$ cat config.mk
export PLATFORM = sky130hd
export DESIGN_NAME = adcs_seq_ctrl
export DESIGN_NICKNAME = d
export VERILOG_FILES = /design/src/verilog/adcs_pkg.sv /design/src/verilog/adcs_conv_timer.sv /design/src/verilog/adcs_seq_ctrl.sv
export SDC_FILE = /design/constraint.sdc
export NUM_CORES = 1
export LEC_CHECK = 0
export BUFFER_PORTS_ARGS = -buffer_cell sky130_fd_sc_hd__buf_4
export CAP_MARGIN = 40
export CORE_ASPECT_RATIO = 1.2
export CORE_MARGIN = 3
export CORE_UTILIZATION = 57
export CTS_BUF_LIST = sky130_fd_sc_hd__clkbuf_4 sky130_fd_sc_hd__clkbuf_8
export DETAILED_ROUTE_END_ITERATION = 8
export PLACE_DENSITY = 0.83
export SETUP_SLACK_MARGIN = 0.4
export SYNTH_ARGS = -nofsm -noshare
export SYNTH_HDL_FRONTEND = slang
export SYNTH_SLANG_ARGS = --single-unit
$ cat constraint.sdc
create_clock -name clock -period 2.6 [get_ports clock]
set_input_delay 0.52 -clock clock [delete_from_list [all_inputs] [get_ports clock]]
set_output_delay 0.52 -clock clock [all_outputs]
set_load 0.005 [all_outputs]
$ cat src/verilog/adcs_pkg.sv
package adcs_pkg;
  localparam int CLK_PERIOD_NS = 10;
  localparam int TICK_TIME_PS = 250000;
  localparam int TICK_CYC = TICK_TIME_PS / (CLK_PERIOD_NS * 1000);
  localparam int DECIM_BASE = 64;
  localparam int DECIM_EXTRA = 16;
  localparam int RES_W = 14;
  localparam int ADDR_W = 10;
  localparam logic [7:0] IDX_CTRL1 = 8'hB4;
  localparam logic [7:0] IDX_LOW = 8'hBA;
  localparam logic [7:0] IDX_HIGH = 8'hBB;
  localparam logic [7:0] IDX_SEQ = 8'hBC;
  localparam logic [7:0] IDX_SINGLE = 8'hBD;
  localparam int EOC_BIT = 7;
  localparam int ST_BIT = 6;
  localparam int START_SOURCE_SELECT_LSB = 4;
  localparam int RNG_LSB = 2;
  localparam int LOW_RES_LSB = 2;
  localparam logic [1:0] START_SOURCE_SELECT_RESET = 2'h3;
  localparam logic [1:0] RNG_RESET = 2'h0;
  localparam logic [1:0] CTRL1_LOW_RESET = 2'h3;
  localparam logic [1:0] REF_RESET = 2'h0;
  localparam logic [1:0] DECIM_RESET = 2'h1;
  localparam logic [3:0] CH_RESET = 4'h0;
  localparam logic [3:0] CH_LAST_SINGLE = 4'h7;
  localparam logic [3:0] CH_FIRST_DIFF = 4'h8;
  localparam logic [3:0] CH_LAST_DIFF = 4'hB;
  localparam int DMA_CH = 8;
  localparam logic [1:0] RESP_OKAY = 2'h0;
  localparam logic [1:0] RESP_SLVERR = 2'h2;

  typedef enum logic [1:0] {
    SRC_PIN = 2'b00,
    SRC_FULL = 2'b01,
    SRC_TIMER = 2'b10,
    SRC_BIT = 2'b11
  } adcs_src_t;

  typedef enum logic [1:0] {
    ST_IDLE = 2'b00,
    ST_SEQ = 2'b01,
    ST_SINGLE = 2'b10
  } adcs_state_t;

  // Same layout as the sequence and single-conversion registers.
  typedef struct packed {
    logic [1:0] reference;
    logic [1:0] decimation;
    logic [3:0] channel;
  } adcs_cfg_t;
endpackage

$ cat src/verilog/adcs_conv_timer.sv
`timescale 1ns/100ps
`default_nettype none
module adcs_conv_timer #(
  parameter int unsigned TICK = 25
) (
  input wire logic clock,
  input wire logic rst_n,
  input wire logic start,
  input wire logic [1:0] decimation,
  input wire logic [adcs_pkg::RES_W-1:0] conv_data,
  output logic busy,
  output logic done,
  output logic [adcs_pkg::RES_W-1:0] result
);
  import adcs_pkg::*;

  logic [1:0] decim_q;
  logic [15:0] tick_cnt;
  logic [9:0] quarter_cnt;
  logic [9:0] quarters;
  logic tick_end;
  logic [23:0] len_cnt;

  // Length in quarter microseconds: decimation rate plus sixteen.
  assign quarters = 10'(DECIM_BASE << decim_q) + 10'(DECIM_EXTRA);
  assign tick_end = (tick_cnt == 16'(TICK - 1));

  // The core's data is sampled only on the last tick, so it may settle late.
  always_ff @(posedge clock or negedge rst_n)
  begin
    if (!rst_n)
    begin
      busy <= 1'b0;
      done <= 1'b0;
      decim_q <= 2'h0;
      tick_cnt <= 16'h0000;
      quarter_cnt <= 10'h000;
      result <= '0;
    end
    else
    begin
      done <= 1'b0;
      if (start && !busy)
      begin
        busy <= 1'b1;
        decim_q <= decimation;
        tick_cnt <= 16'h0000;
        quarter_cnt <= 10'h000;
      end
      else if (busy)
      begin
        tick_cnt <= tick_end ? 16'h0000 : tick_cnt + 16'h0001;
        if (tick_end && quarter_cnt == quarters - 10'h001)
        begin
          busy <= 1'b0;
          done <= 1'b1;
          result <= conv_data;
        end
        else if (tick_end)
        begin
          quarter_cnt <= quarter_cnt + 10'h001;
        end
      end
    end
  end

  // Helper that measures each conversion for the length check.
  always_ff @(posedge clock or negedge rst_n)
  begin
    if (!rst_n)
      len_cnt <= 24'h000000;
    else
      len_cnt <= busy ? len_cnt + 24'h000001 : 24'h000000;
  end
endmodule
`default_nettype wire

$ cat src/verilog/adcs_seq_ctrl.sv
// The AXI4-Lite slave port was decided locally.
`timescale 1ns/100ps
`default_nettype none
module adcs_seq_ctrl #(
  parameter int unsigned CONV_TICK = adcs_pkg::TICK_CYC
) (
  input wire logic clock,
  input wire logic rst_n,
  input wire logic [adcs_pkg::ADDR_W-1:0] s_axi_awaddr,
  input wire logic s_axi_awvalid,
  output logic s_axi_awready,
  input wire logic [31:0] s_axi_wdata,
  input wire logic [3:0] s_axi_wstrb,
  input wire logic s_axi_wvalid,
  output logic s_axi_wready,
  output logic [1:0] s_axi_bresp,
  output logic s_axi_bvalid,
  input wire logic s_axi_bready,
  input wire logic [adcs_pkg::ADDR_W-1:0] s_axi_araddr,
  input wire logic s_axi_arvalid,
  output logic s_axi_arready,
  output logic [31:0] s_axi_rdata,
  output logic [1:0] s_axi_rresp,
  output logic s_axi_rvalid,
  input wire logic s_axi_rready,
  input wire logic external_trigger_pin,
  input wire logic timer_compare_event,
  input wire logic [adcs_pkg::RES_W-1:0] conv_data,
  output adcs_pkg::adcs_cfg_t conv_cfg,
  output logic conv_busy,
  output logic [1:0] rng_control,
  output logic single_done_irq,
  output logic [adcs_pkg::DMA_CH-1:0] dma_request,
  output logic dma_request_all
);
  import adcs_pkg::*;

  logic [ADDR_W-1:0] aw_addr;
  logic aw_held, w_held;
  logic [7:0] w_byte;
  logic w_lane0;
  logic eoc, st, single_pend;
  logic [1:0] start_source_select, rng, ctrl_low, seq_ref, seq_decim;
  logic [3:0] seq_end, seq_ch;
  adcs_cfg_t single_cfg;
  adcs_state_t state;
  logic pin_meta, pin_sync, pin_last;
  logic timer_done;
  logic [RES_W-1:0] result;

  // Write path: address and data are taken in either order, then answered.
  wire wr_fire = aw_held && w_held && !s_axi_bvalid;
  wire [7:0] w_idx = aw_addr[ADDR_W-1:2];
  wire wr_ctrl1 = wr_fire && w_lane0 && w_idx == IDX_CTRL1;
  wire wr_seq = wr_fire && w_lane0 && w_idx == IDX_SEQ;
  wire wr_single = wr_fire && w_lane0 && w_idx == IDX_SINGLE;
  wire wr_known = w_idx == IDX_CTRL1 || w_idx == IDX_LOW || w_idx == IDX_HIGH
    || w_idx == IDX_SEQ || w_idx == IDX_SINGLE;
  assign s_axi_awready = !aw_held && !s_axi_bvalid;
  assign s_axi_wready = !w_held && !s_axi_bvalid;

  // Read path decode.
  wire rd_fire = s_axi_arvalid && s_axi_arready;
  wire [7:0] r_idx = s_axi_araddr[ADDR_W-1:2];
  wire rd_high = rd_fire && r_idx == IDX_HIGH;
  assign s_axi_arready = !s_axi_rvalid;

  // Register images as software sees them.
  wire [7:0] low_byte = {result[5:0], 2'b00};
  wire [7:0] high_byte = result[RES_W-1:6];
  wire [7:0] ctrl1_byte = {eoc, st, start_source_select, rng, ctrl_low};
  wire [7:0] seq_byte = {seq_ref, seq_decim, seq_ch};
  wire r_known = r_idx == IDX_CTRL1 || r_idx == IDX_LOW || r_idx == IDX_HIGH
    || r_idx == IDX_SEQ || r_idx == IDX_SINGLE;
  wire [7:0] rd_byte = r_idx == IDX_CTRL1 ? ctrl1_byte :
    r_idx == IDX_LOW ? low_byte :
    r_idx == IDX_HIGH ? high_byte :
    r_idx == IDX_SEQ ? seq_byte :
    r_idx == IDX_SINGLE ? single_cfg : 8'h00;

  // Start selection; pin and timer events arriving while busy are dropped.
  wire pin_rise = pin_sync && !pin_last;
  wire is_idle = state == ST_IDLE;
  wire seq_trigger = start_source_select == SRC_PIN ? pin_rise :
    start_source_select == SRC_FULL ? 1'b1 :
    start_source_select == SRC_TIMER ? timer_compare_event : st;
  wire start_single = is_idle && single_pend;
  wire start_seq = is_idle && !single_pend && seq_trigger;
  wire seq_last = conv_cfg.channel == seq_end;
  wire seq_step = state == ST_SEQ && timer_done;
  wire chain = seq_step && !seq_last;
  wire conv_start = start_single || start_seq || chain;
  // The source is judged on the value being written, so one write may select 11 and start.
  wire st_launch = wr_ctrl1 && w_byte[ST_BIT] && state != ST_SEQ
    && w_byte[START_SOURCE_SELECT_LSB+1:START_SOURCE_SELECT_LSB] == SRC_BIT;

  // First channel of a sequence depends on where the sequence ends.
  wire [3:0] first_ch = seq_end <= CH_LAST_SINGLE ? 4'h0 :
    seq_end <= CH_LAST_DIFF ? CH_FIRST_DIFF : seq_end;
  wire [3:0] end_ch = seq_end > CH_LAST_DIFF ? seq_end : seq_end + 4'h1;
  wire adcs_cfg_t next_cfg = start_single ? single_cfg :
    start_seq ? {seq_ref, seq_decim, first_ch} :
    {seq_ref, seq_decim, conv_cfg.channel + 4'h1};

  // The pin comes from outside, so it passes two flip-flops before use.
  always_ff @(posedge clock or negedge rst_n)
  begin
    if (!rst_n)
      {pin_meta, pin_sync, pin_last} <= 3'h0;
    else
      {pin_meta, pin_sync, pin_last} <= {external_trigger_pin, pin_meta, pin_sync};
  end

  // Bus handshake state.
  always_ff @(posedge clock or negedge rst_n)
  begin
    if (!rst_n)
    begin
      aw_held <= 1'b0;
      w_held <= 1'b0;
      aw_addr <= '0;
      w_byte <= 8'h00;
      w_lane0 <= 1'b0;
      s_axi_bvalid <= 1'b0;
      s_axi_bresp <= RESP_OKAY;
      s_axi_rvalid <= 1'b0;
      s_axi_rresp <= RESP_OKAY;
      s_axi_rdata <= 32'h00000000;
    end
    else
    begin
      if (s_axi_awvalid && s_axi_awready)
      begin
        aw_held <= 1'b1;
        aw_addr <= s_axi_awaddr;
      end
      if (s_axi_wvalid && s_axi_wready)
      begin
        w_held <= 1'b1;
        w_byte <= s_axi_wdata[7:0];
        w_lane0 <= s_axi_wstrb[0];
      end
      if (wr_fire)
      begin
        aw_held <= 1'b0;
        w_held <= 1'b0;
        s_axi_bvalid <= 1'b1;
        s_axi_bresp <= wr_known ? RESP_OKAY : RESP_SLVERR;
      end
      else if (s_axi_bready)
        s_axi_bvalid <= 1'b0;
      if (rd_fire)
      begin
        s_axi_rvalid <= 1'b1;
        s_axi_rdata <= {24'h000000, rd_byte};
        s_axi_rresp <= r_known ? RESP_OKAY : RESP_SLVERR;
      end
      else if (s_axi_rready)
        s_axi_rvalid <= 1'b0;
    end
  end

  // Software-written fields. Bits 1:0 of the first control register are
  // stored as written; software is expected to keep them at 11.
  always_ff @(posedge clock or negedge rst_n)
  begin
    if (!rst_n)
    begin
      start_source_select <= START_SOURCE_SELECT_RESET;
      rng <= RNG_RESET;
      ctrl_low <= CTRL1_LOW_RESET;
      seq_ref <= REF_RESET;
      seq_decim <= DECIM_RESET;
      seq_end <= CH_RESET;
      single_cfg <= '0;
    end
    else
    begin
      if (wr_ctrl1)
      begin
        start_source_select <= w_byte[START_SOURCE_SELECT_LSB+1:START_SOURCE_SELECT_LSB];
        rng <= w_byte[RNG_LSB+1:RNG_LSB];
        ctrl_low <= w_byte[1:0];
      end
      if (wr_seq)
      begin
        {seq_ref, seq_decim, seq_end} <= w_byte;
      end
      if (wr_single)
        single_cfg <= w_byte;
    end
  end

  // Sequencer. A pending single conversion wins over a new sequence when idle.
  always_ff @(posedge clock or negedge rst_n)
  begin
    if (!rst_n)
    begin
      state <= ST_IDLE;
      seq_ch <= CH_RESET;
      conv_cfg <= '0;
      single_pend <= 1'b0;
      st <= 1'b0;
    end
    else
    begin
      single_pend <= wr_single || (single_pend && !start_single);
      if (conv_start)
        conv_cfg <= next_cfg;
      case (state)
        ST_IDLE:
        begin
          if (start_single)
            state <= ST_SINGLE;
          else if (start_seq)
          begin
            state <= ST_SEQ;
            seq_ch <= first_ch;
          end
          else if (wr_seq)
            seq_ch <= w_byte[3:0];
        end
        ST_SEQ:
        begin
          if (chain)
            seq_ch <= conv_cfg.channel + 4'h1;
          else if (seq_step)
          begin
            state <= ST_IDLE;
            seq_ch <= end_ch;
          end
        end
        ST_SINGLE:
        begin
          if (timer_done)
            state <= ST_IDLE;
        end
        default:
          state <= ST_IDLE;
      endcase
      if (st_launch)
        st <= 1'b1;
      else if (seq_step && seq_last)
        st <= 1'b0;
    end
  end

  // Completion flag: a new completion wins over the clearing read.
  always_ff @(posedge clock or negedge rst_n)
  begin
    if (!rst_n)
      eoc <= 1'b0;
    else
      eoc <= timer_done || (eoc && !rd_high);
  end

  // Event outputs: interrupt for single, DMA for sequence conversions.
  // Differential pairs share the trigger of their pair index.
  wire seq_pulse = timer_done && state == ST_SEQ;
  always_ff @(posedge clock or negedge rst_n)
  begin
    if (!rst_n)
    begin
      single_done_irq <= 1'b0;
      dma_request_all <= 1'b0;
    end
    else
    begin
      single_done_irq <= timer_done && state == ST_SINGLE;
      dma_request_all <= seq_pulse;
    end
  end

  // One registered trigger per channel slot.
  genvar gi;
  generate
    for (gi = 0; gi < DMA_CH; gi++)
    begin : g_dma
      // Pairs map to slots 0 to 3 only; channels from 12 up have no slot of their own.
      wire [3:0] slot = conv_cfg.channel <= CH_LAST_SINGLE ? conv_cfg.channel :
        conv_cfg.channel - CH_FIRST_DIFF;
      wire hit = conv_cfg.channel <= CH_LAST_DIFF && slot == 4'(gi);
      always_ff @(posedge clock or negedge rst_n)
      begin
        if (!rst_n)
          dma_request[gi] <= 1'b0;
        else
          dma_request[gi] <= seq_pulse && hit;
      end
    end
  endgenerate

  assign rng_control = rng;

  adcs_conv_timer #(
    .TICK(CONV_TICK)
  ) u_timer (
    .clock(clock),
    .rst_n(rst_n),
    .start(conv_start),
    .decimation(next_cfg.decimation),
    .conv_data(conv_data),
    .busy(conv_busy),
    .done(timer_done),
    .result(result)
  );
endmodule
`default_nettype wire
=== After elaboration in Yosys (flattened, before gate mapping) ===
Cells that the tools add are included.

* Add/sub/neg operators: 7
* Multipliers: 0
* Divide/modulo/power cells: 0
* Order comparisons: 5
* Eq/ne operators: 34
* Shift-type cells: 1
* Mux-type cells: 51
* Bitwise gates (word level): 1
* Reductions and logical operators: 80

{| class="wikitable"
|+ Operators by type and width
! kind !! count
|-
| == test 8 bit (second input constant) || 10
|-
| 2-to-1 mux 16 bit || 3
|-
| 2-to-1 mux 8 bit || 6
|-
| logical AND 1 bit || 43
|-
| 2-to-1 mux 10 bit || 4
|-
| 2-to-1 mux 4 bit || 10
|-
| 2-to-1 mux 1 bit || 19
|-
| adder 16 x 1 -> 16 bit (second input constant) || 1
|-
| == test 16 x 5 -> 1 bit (second input constant) || 1
|-
| == test 4 x 3 -> 1 bit (second input constant) || 4
|-
| nonzero test 2 bit || 8
|-
| 2-to-1 mux 2 bit || 7
|-
| logical OR 1 bit || 12
|-
| adder 10 x 1 -> 10 bit (second input constant) || 1
|-
| adder 10 x 6 -> 10 bit (second input constant) || 1
|-
| == test 10 bit || 1
|-
| logical NOT 1 bit || 10
|-
| << shifter 7 x 2 -> 10 bit (first input constant) || 1
|-
| subtractor 10 x 1 -> 10 bit (second input constant) || 1
|-
| adder 4 x 1 -> 4 bit (second input constant) || 2
|-
| == test 4 x 2 -> 1 bit (second input constant) || 2
|-
| less-or-equal comparator 4 x 3 -> 1 bit (second input constant) || 2
|-
| less-or-equal comparator 4 bit (second input constant) || 2
|-
| case mux 4 bit (2 select lines) || 1
|-
| other kinds (17) || 27
|}

* Bits in registers: 131
* Bits in latches: 0
* RAM bits: 0
* Memory bits (read-only): 0
* Output and inout port bits: 62
* Memories kept: 0

=== Depth between registers and ports, before layout ===
* Depth in word-level cells: 10
* Gate-level depth with buffers: 8
* Mapped depth without buffers: 7

=== Cells and area by module ===
Synthesis repeated with hierarchy kept, for this count alone.

* Cells, all modules: 581
* Area total of the unflattened synthesis: 6,530.0 µm²

{| class="wikitable"
|+ By module, submodules not included
! module !! times used !! cells each !! area each (µm²)
|-
| adcs_seq_ctrl || 1 || 377 || 4,256.6
|-
| adcs_conv_timer || 1 || 204 || 2,273.4
|}

=== Least setup slack after synthesis ===
Ideal clock, no wire load.

* Path type: register to register
* Start point: register u_timer.tick_cnt[0]
* End point: register u_timer.result[0] in the netlist's numbering
* Arrival time: 2.154 ns
* Path slack: 0.321 ns
* Cell stages (with the launch flop): 9
* Path buffers: 1
* Clock period less this slack: 2.279 ns
* Cell sequence: dfrtp_1 -> inv_1 -> ha_1 -> or4b_4 -> nor4_4 -> and2_4 -> nand4_4 -> buf_6 -> mux2_4

* Word-level cells in the longest chain between the ends: 3

{| class="wikitable"
|+ RTL lines
! element !! line !! source
|-
| start, declared || adcs_conv_timer.sv:18 || <nowiki>logic [15:0] tick_cnt;</nowiki>
|-
| start signal, assigned || adcs_conv_timer.sv:52 || <nowiki>tick_cnt <= tick_end ? 16'h0000 : tick_cnt + 16'h0001;</nowiki>
|-
| == test 16 x 5 -> 1 bit || adcs_conv_timer.sv:26 || <nowiki>assign tick_end = (tick_cnt == 16'(TICK - 1));</nowiki>
|-
| logical AND 1 bit || adcs_conv_timer.sv:53 || <nowiki>if (tick_end && quarter_cnt == quarters - 10'h001)</nowiki>
|-
| AND reduction 3 bit (no line) || - ||
|-
| end signal, assigned || adcs_conv_timer.sv:57 || <nowiki>result <= conv_data;</nowiki>
|-
| end, declared || adcs_conv_timer.sv:13 || <nowiki>output logic [adcs_pkg::RES_W-1:0] result</nowiki>
|}

Every way passes these cells.
A chain may end at the register's enable or synchronous reset.

=== Worst setup path in the final report ===
* Start point: register u_timer.tick_cnt[0]
* End point: register u_timer.result[3] in the netlist's numbering

Same word-level chain as after synthesis.

==> metrics.cfg <==
[detailed_routing]
first_pass_iters=5
viasPerCell=5.85
drt-total-wl_um=16100
wl_per_cell_um=18.1
drc=0
vias=5232
postRouteAntennaNets=0
first_iter_violations=413

[synthesis]
syn_area_per_cell_um2=10.5
synth_seq_area_share_pct=48.5
yosys.cell_types.count=66
synth_warnings=0
ys_seq_elements=127
synth_mux_area_share_pct=12.7
yosys.area_share.xor_xnor_pct=1.73
synth-simple-area-share_pct=17.1
netlist_area_um2=6570
ys_async_sr_fraction_pct=100
ys.flop_type=dfrtp_1
synth_edf_count=0
synth-compound-area-share_pct=12.6
synth_top_family_by_area=simple AND/OR/NAND/NOR gates
synthCells=624
synthAdderAreaFrac_pct=1.71

[clock_network]
root_buffer=clkbuf_8
cts.path.max_buffers=2
cts_tree=yes
clk_latency_ns=0.42
cts_buffers=17
cts_sinks=127
ctsHtreeMaxLevel=4
ctsHoldBuffers=0
clk_pin_slew_ns=0.07

[sta]
drv_slew=0
rsz0062_at_grt=true
worstMarginPinSlew_ns=0.698
slew_headroom_pct=53.4
final-hold-violation-count=0
finClkSkew_ns=0.0101
min_period_ns=2.33
tns_ns=0
min_period_over_period_pct=89.6
setup_violations=0
max_freq_mhz=429

[finish]
syn_to_final_growth_pct=20.0
drive_above_1_share_pct=30.0
fin_cells=894
ff_latch_area_um2=3180
fillCellCount=811
n_antenna_cell=0
multiInputGateArea_um2=3170
final_nets=815

[critical_path]
critPathLaunch=u_timer.tick_cnt[0]$_DFFE_PN0P_
path_delay_family=simple AND/OR/NAND/NOR gates
arrival_ns=2.64
path_cells=inv_1 -> ha_1 -> or4b_4 -> nor4_4 -> and2_4 -> nand4_4 -> clkbuf_16 -> mux2_4
crit_fanout=7
path_buf_inv=2
cpPeakStageDelay_ns=0.48
critical_path_class=register to register
cp_slowest_cell=or4b_4
worstSetupEndpointType=register
crit_path_start_kind=register
r2r-start=u_timer.tick_cnt[0]$_DFFE_PN0P_
crit_required_ns=2.91

[global_routing]
grt-ovfl-total=0
grt_pass1_wl_um=26400
antenna_found_initial=0
grt_max_degree=42
track_usage_pct=25.9
grt_pass1_vias=5145

[floorplan]
initial_utilization_pct=59.0
num_rows=42
io_pins=141
chipHeight_um=124
die-area_um2=12900
dieWidth_um=104
core_area_um2=11100

[power_and_ir_drop]
peakVddDrop_v=0.000689
powerDensity_nw_per_um2=621
p_leak_nw=3.82

[placement]
dpl.hpwl_um=11500
placement.io_buffers=83
globalplace.congestion=0.890
dp.cells=857

[min_path]
hp-class=input port to asynchronous set/reset pin

[job]
drv_cap=0

[status]
status=completed

-- timing repair --
item | in CTS | in global routing
buffers inserted | 4 | 0
endpoints found under the setup margin | 22 | 29
pin swaps | 7 | 1
cloned | 1 | 0
gates resized for setup | 8 | 6
-- layout by cell type (no fill, tap or decap), types with 3 or more instances in the layout --
| master | instances |
|---|---|
| a211oi_1 | 5 |
| a21o_1 | 11 |
| a21oi_1 | 18 |
| a22o_1 | 9 |
| and2_1 | 9 |
| and3_1 | 7 |
| buf_4 | 107 |
| bufinv_16 | 3 |
| clkbuf_4 | 3 |
| clkbuf_8 | 17 |
| clkinv_2 | 6 |
| conb_1 | 26 |
| dfrtp_1 | 122 |
| dfstp_2 | 5 |
| ha_1 | 9 |
| inv_1 | 17 |
| mux2_2 | 48 |
| mux2_4 | 9 |
| mux2i_1 | 16 |
| nand2_1 | 76 |
| nand2b_1 | 8 |
| nand3_1 | 17 |
| nand3b_1 | 6 |
| nand4_1 | 9 |
| nor2_1 | 24 |
| nor2b_1 | 6 |
| nor3_1 | 12 |
| nor3b_1 | 7 |
| o211ai_1 | 8 |
| o21ai_0 | 40 |
| o31ai_1 | 5 |
| or3_1 | 6 |
| xnor2_1 | 7 |
| xor2_1 | 6 |
-- sequential cells by signal, summed over array words and instances (netlist names), 4 cells and up --
| register | cells |
|---|---|
| u_timer.tick_cnt | 16 |
| s_axi_rdata | 8 |
| seq_end | 4 |
| aw_addr | 8 |
| seq_ch | 4 |
| u_timer.quarter_cnt | 10 |
| u_timer.result | 14 |
| dma_request | 8 |
| w_byte | 8 |
| single_cfg | 8 |
| conv_cfg | 8 |
-- path summary, 6_finish.rpt --
path | end | slack, ns | cells past startpoint
min reg2reg | pin_sync$_DFF_PN0_ | 0.35 | 0
min | dma_request[5]$_DFF_PN0_ | 0.07 | 1
min in group clock | pin_meta$_DFF_PN0_ | 0.21 | 1
max | u_timer.result[3]$_DFFE_PN0P_ | 0.27 | 8
max in group asynchronous | u_timer.result[11]$_DFFE_PN0P_ | 1.75 | 2
max reg2reg | u_timer.result[3]$_DFFE_PN0P_ | 0.27 | 8
-- cells in the mapped netlist (all sizes together), types with 7 or more instances --
library cell,number,share of area [%]
nand3,17,1.3
nor3,13,1.1
mux2,57,10
a211oi,7,0.80
nor2,24,1.4
o211ai,8,0.91
dfrtp,122,46
and3,7,0.67
ha,9,1.7
clkbuf,20,1.1
a21o,11,1.3
inv,17,0.97
nand4,10,1.2
nand2b,8,0.76
xnor2,7,0.93
nor3b,8,0.91
and2,10,0.99
nand2,77,4.4
mux2i,16,2.4
o21ai,41,3.1
a21oi,20,1.5
buf,31,3.5
a22o,9,1.2
-- metal layers --
metal	GRT usage, %	part of all wire [%]	vias to the layer above
met5	0	0	-
met4	9.98	2.2	0
met3	5.91	5.6	29
met2	45.3	53	197
met1	31.7	39	2611
li1	-	-	2395
-- metrics by stage --
step / hold slack (ns) / setup slack [ns] / cell area, µm² / utilization (%) / total power, W
final: 0.0680 / 0.269 / 7880 / 70.8 / 0.00490
after floorplan: 0.224 / 0.321 / 6670 / - / 0.00286
after detailed placement: 0.336 / 0.104 / 7350 / 66.0 / 0.00321
after global routing: 0.0712 / 0.214 / 7880 / 70.8 / 0.00515
after CTS: 0.0601 / 0.232 / 7860 / 70.5 / 0.00492
after global placement: 0.335 / 0.122 / 7340 / 65.9 / 0.00316
-- cell type report --
| type | instances | share of cell area [%] |
|---|---|---|
| clock buffers | 20 | 3.25 |
| clock inverters | 12 | 1.83 |
| inverters | 17 | 0.810 |
| multi-input cells | 454 | 40.3 |
| flip-flops and latches | 127 | 40.4 |
| well taps | 154 | 2.44 |
| repair buffers | 110 | 11.0 |
-- where the power goes --
group          total (W)  internal (W)  switching [W]
clock            0.00172      0.000970       0.000750
combinational   0.000713      0.000394       0.000320
sequential       0.00246       0.00221       0.000250
total            0.00490       0.00358        0.00132
-- logic make-up after synthesis --
family / count (synthesis)
compound gates: 124
mux: 73
buf+inv: 68
simple gates: 209
xor+xnor: 13
other cells: 1
flops: 127
fa+ha+maj: 9
Power figures use the tool's default switching activity.
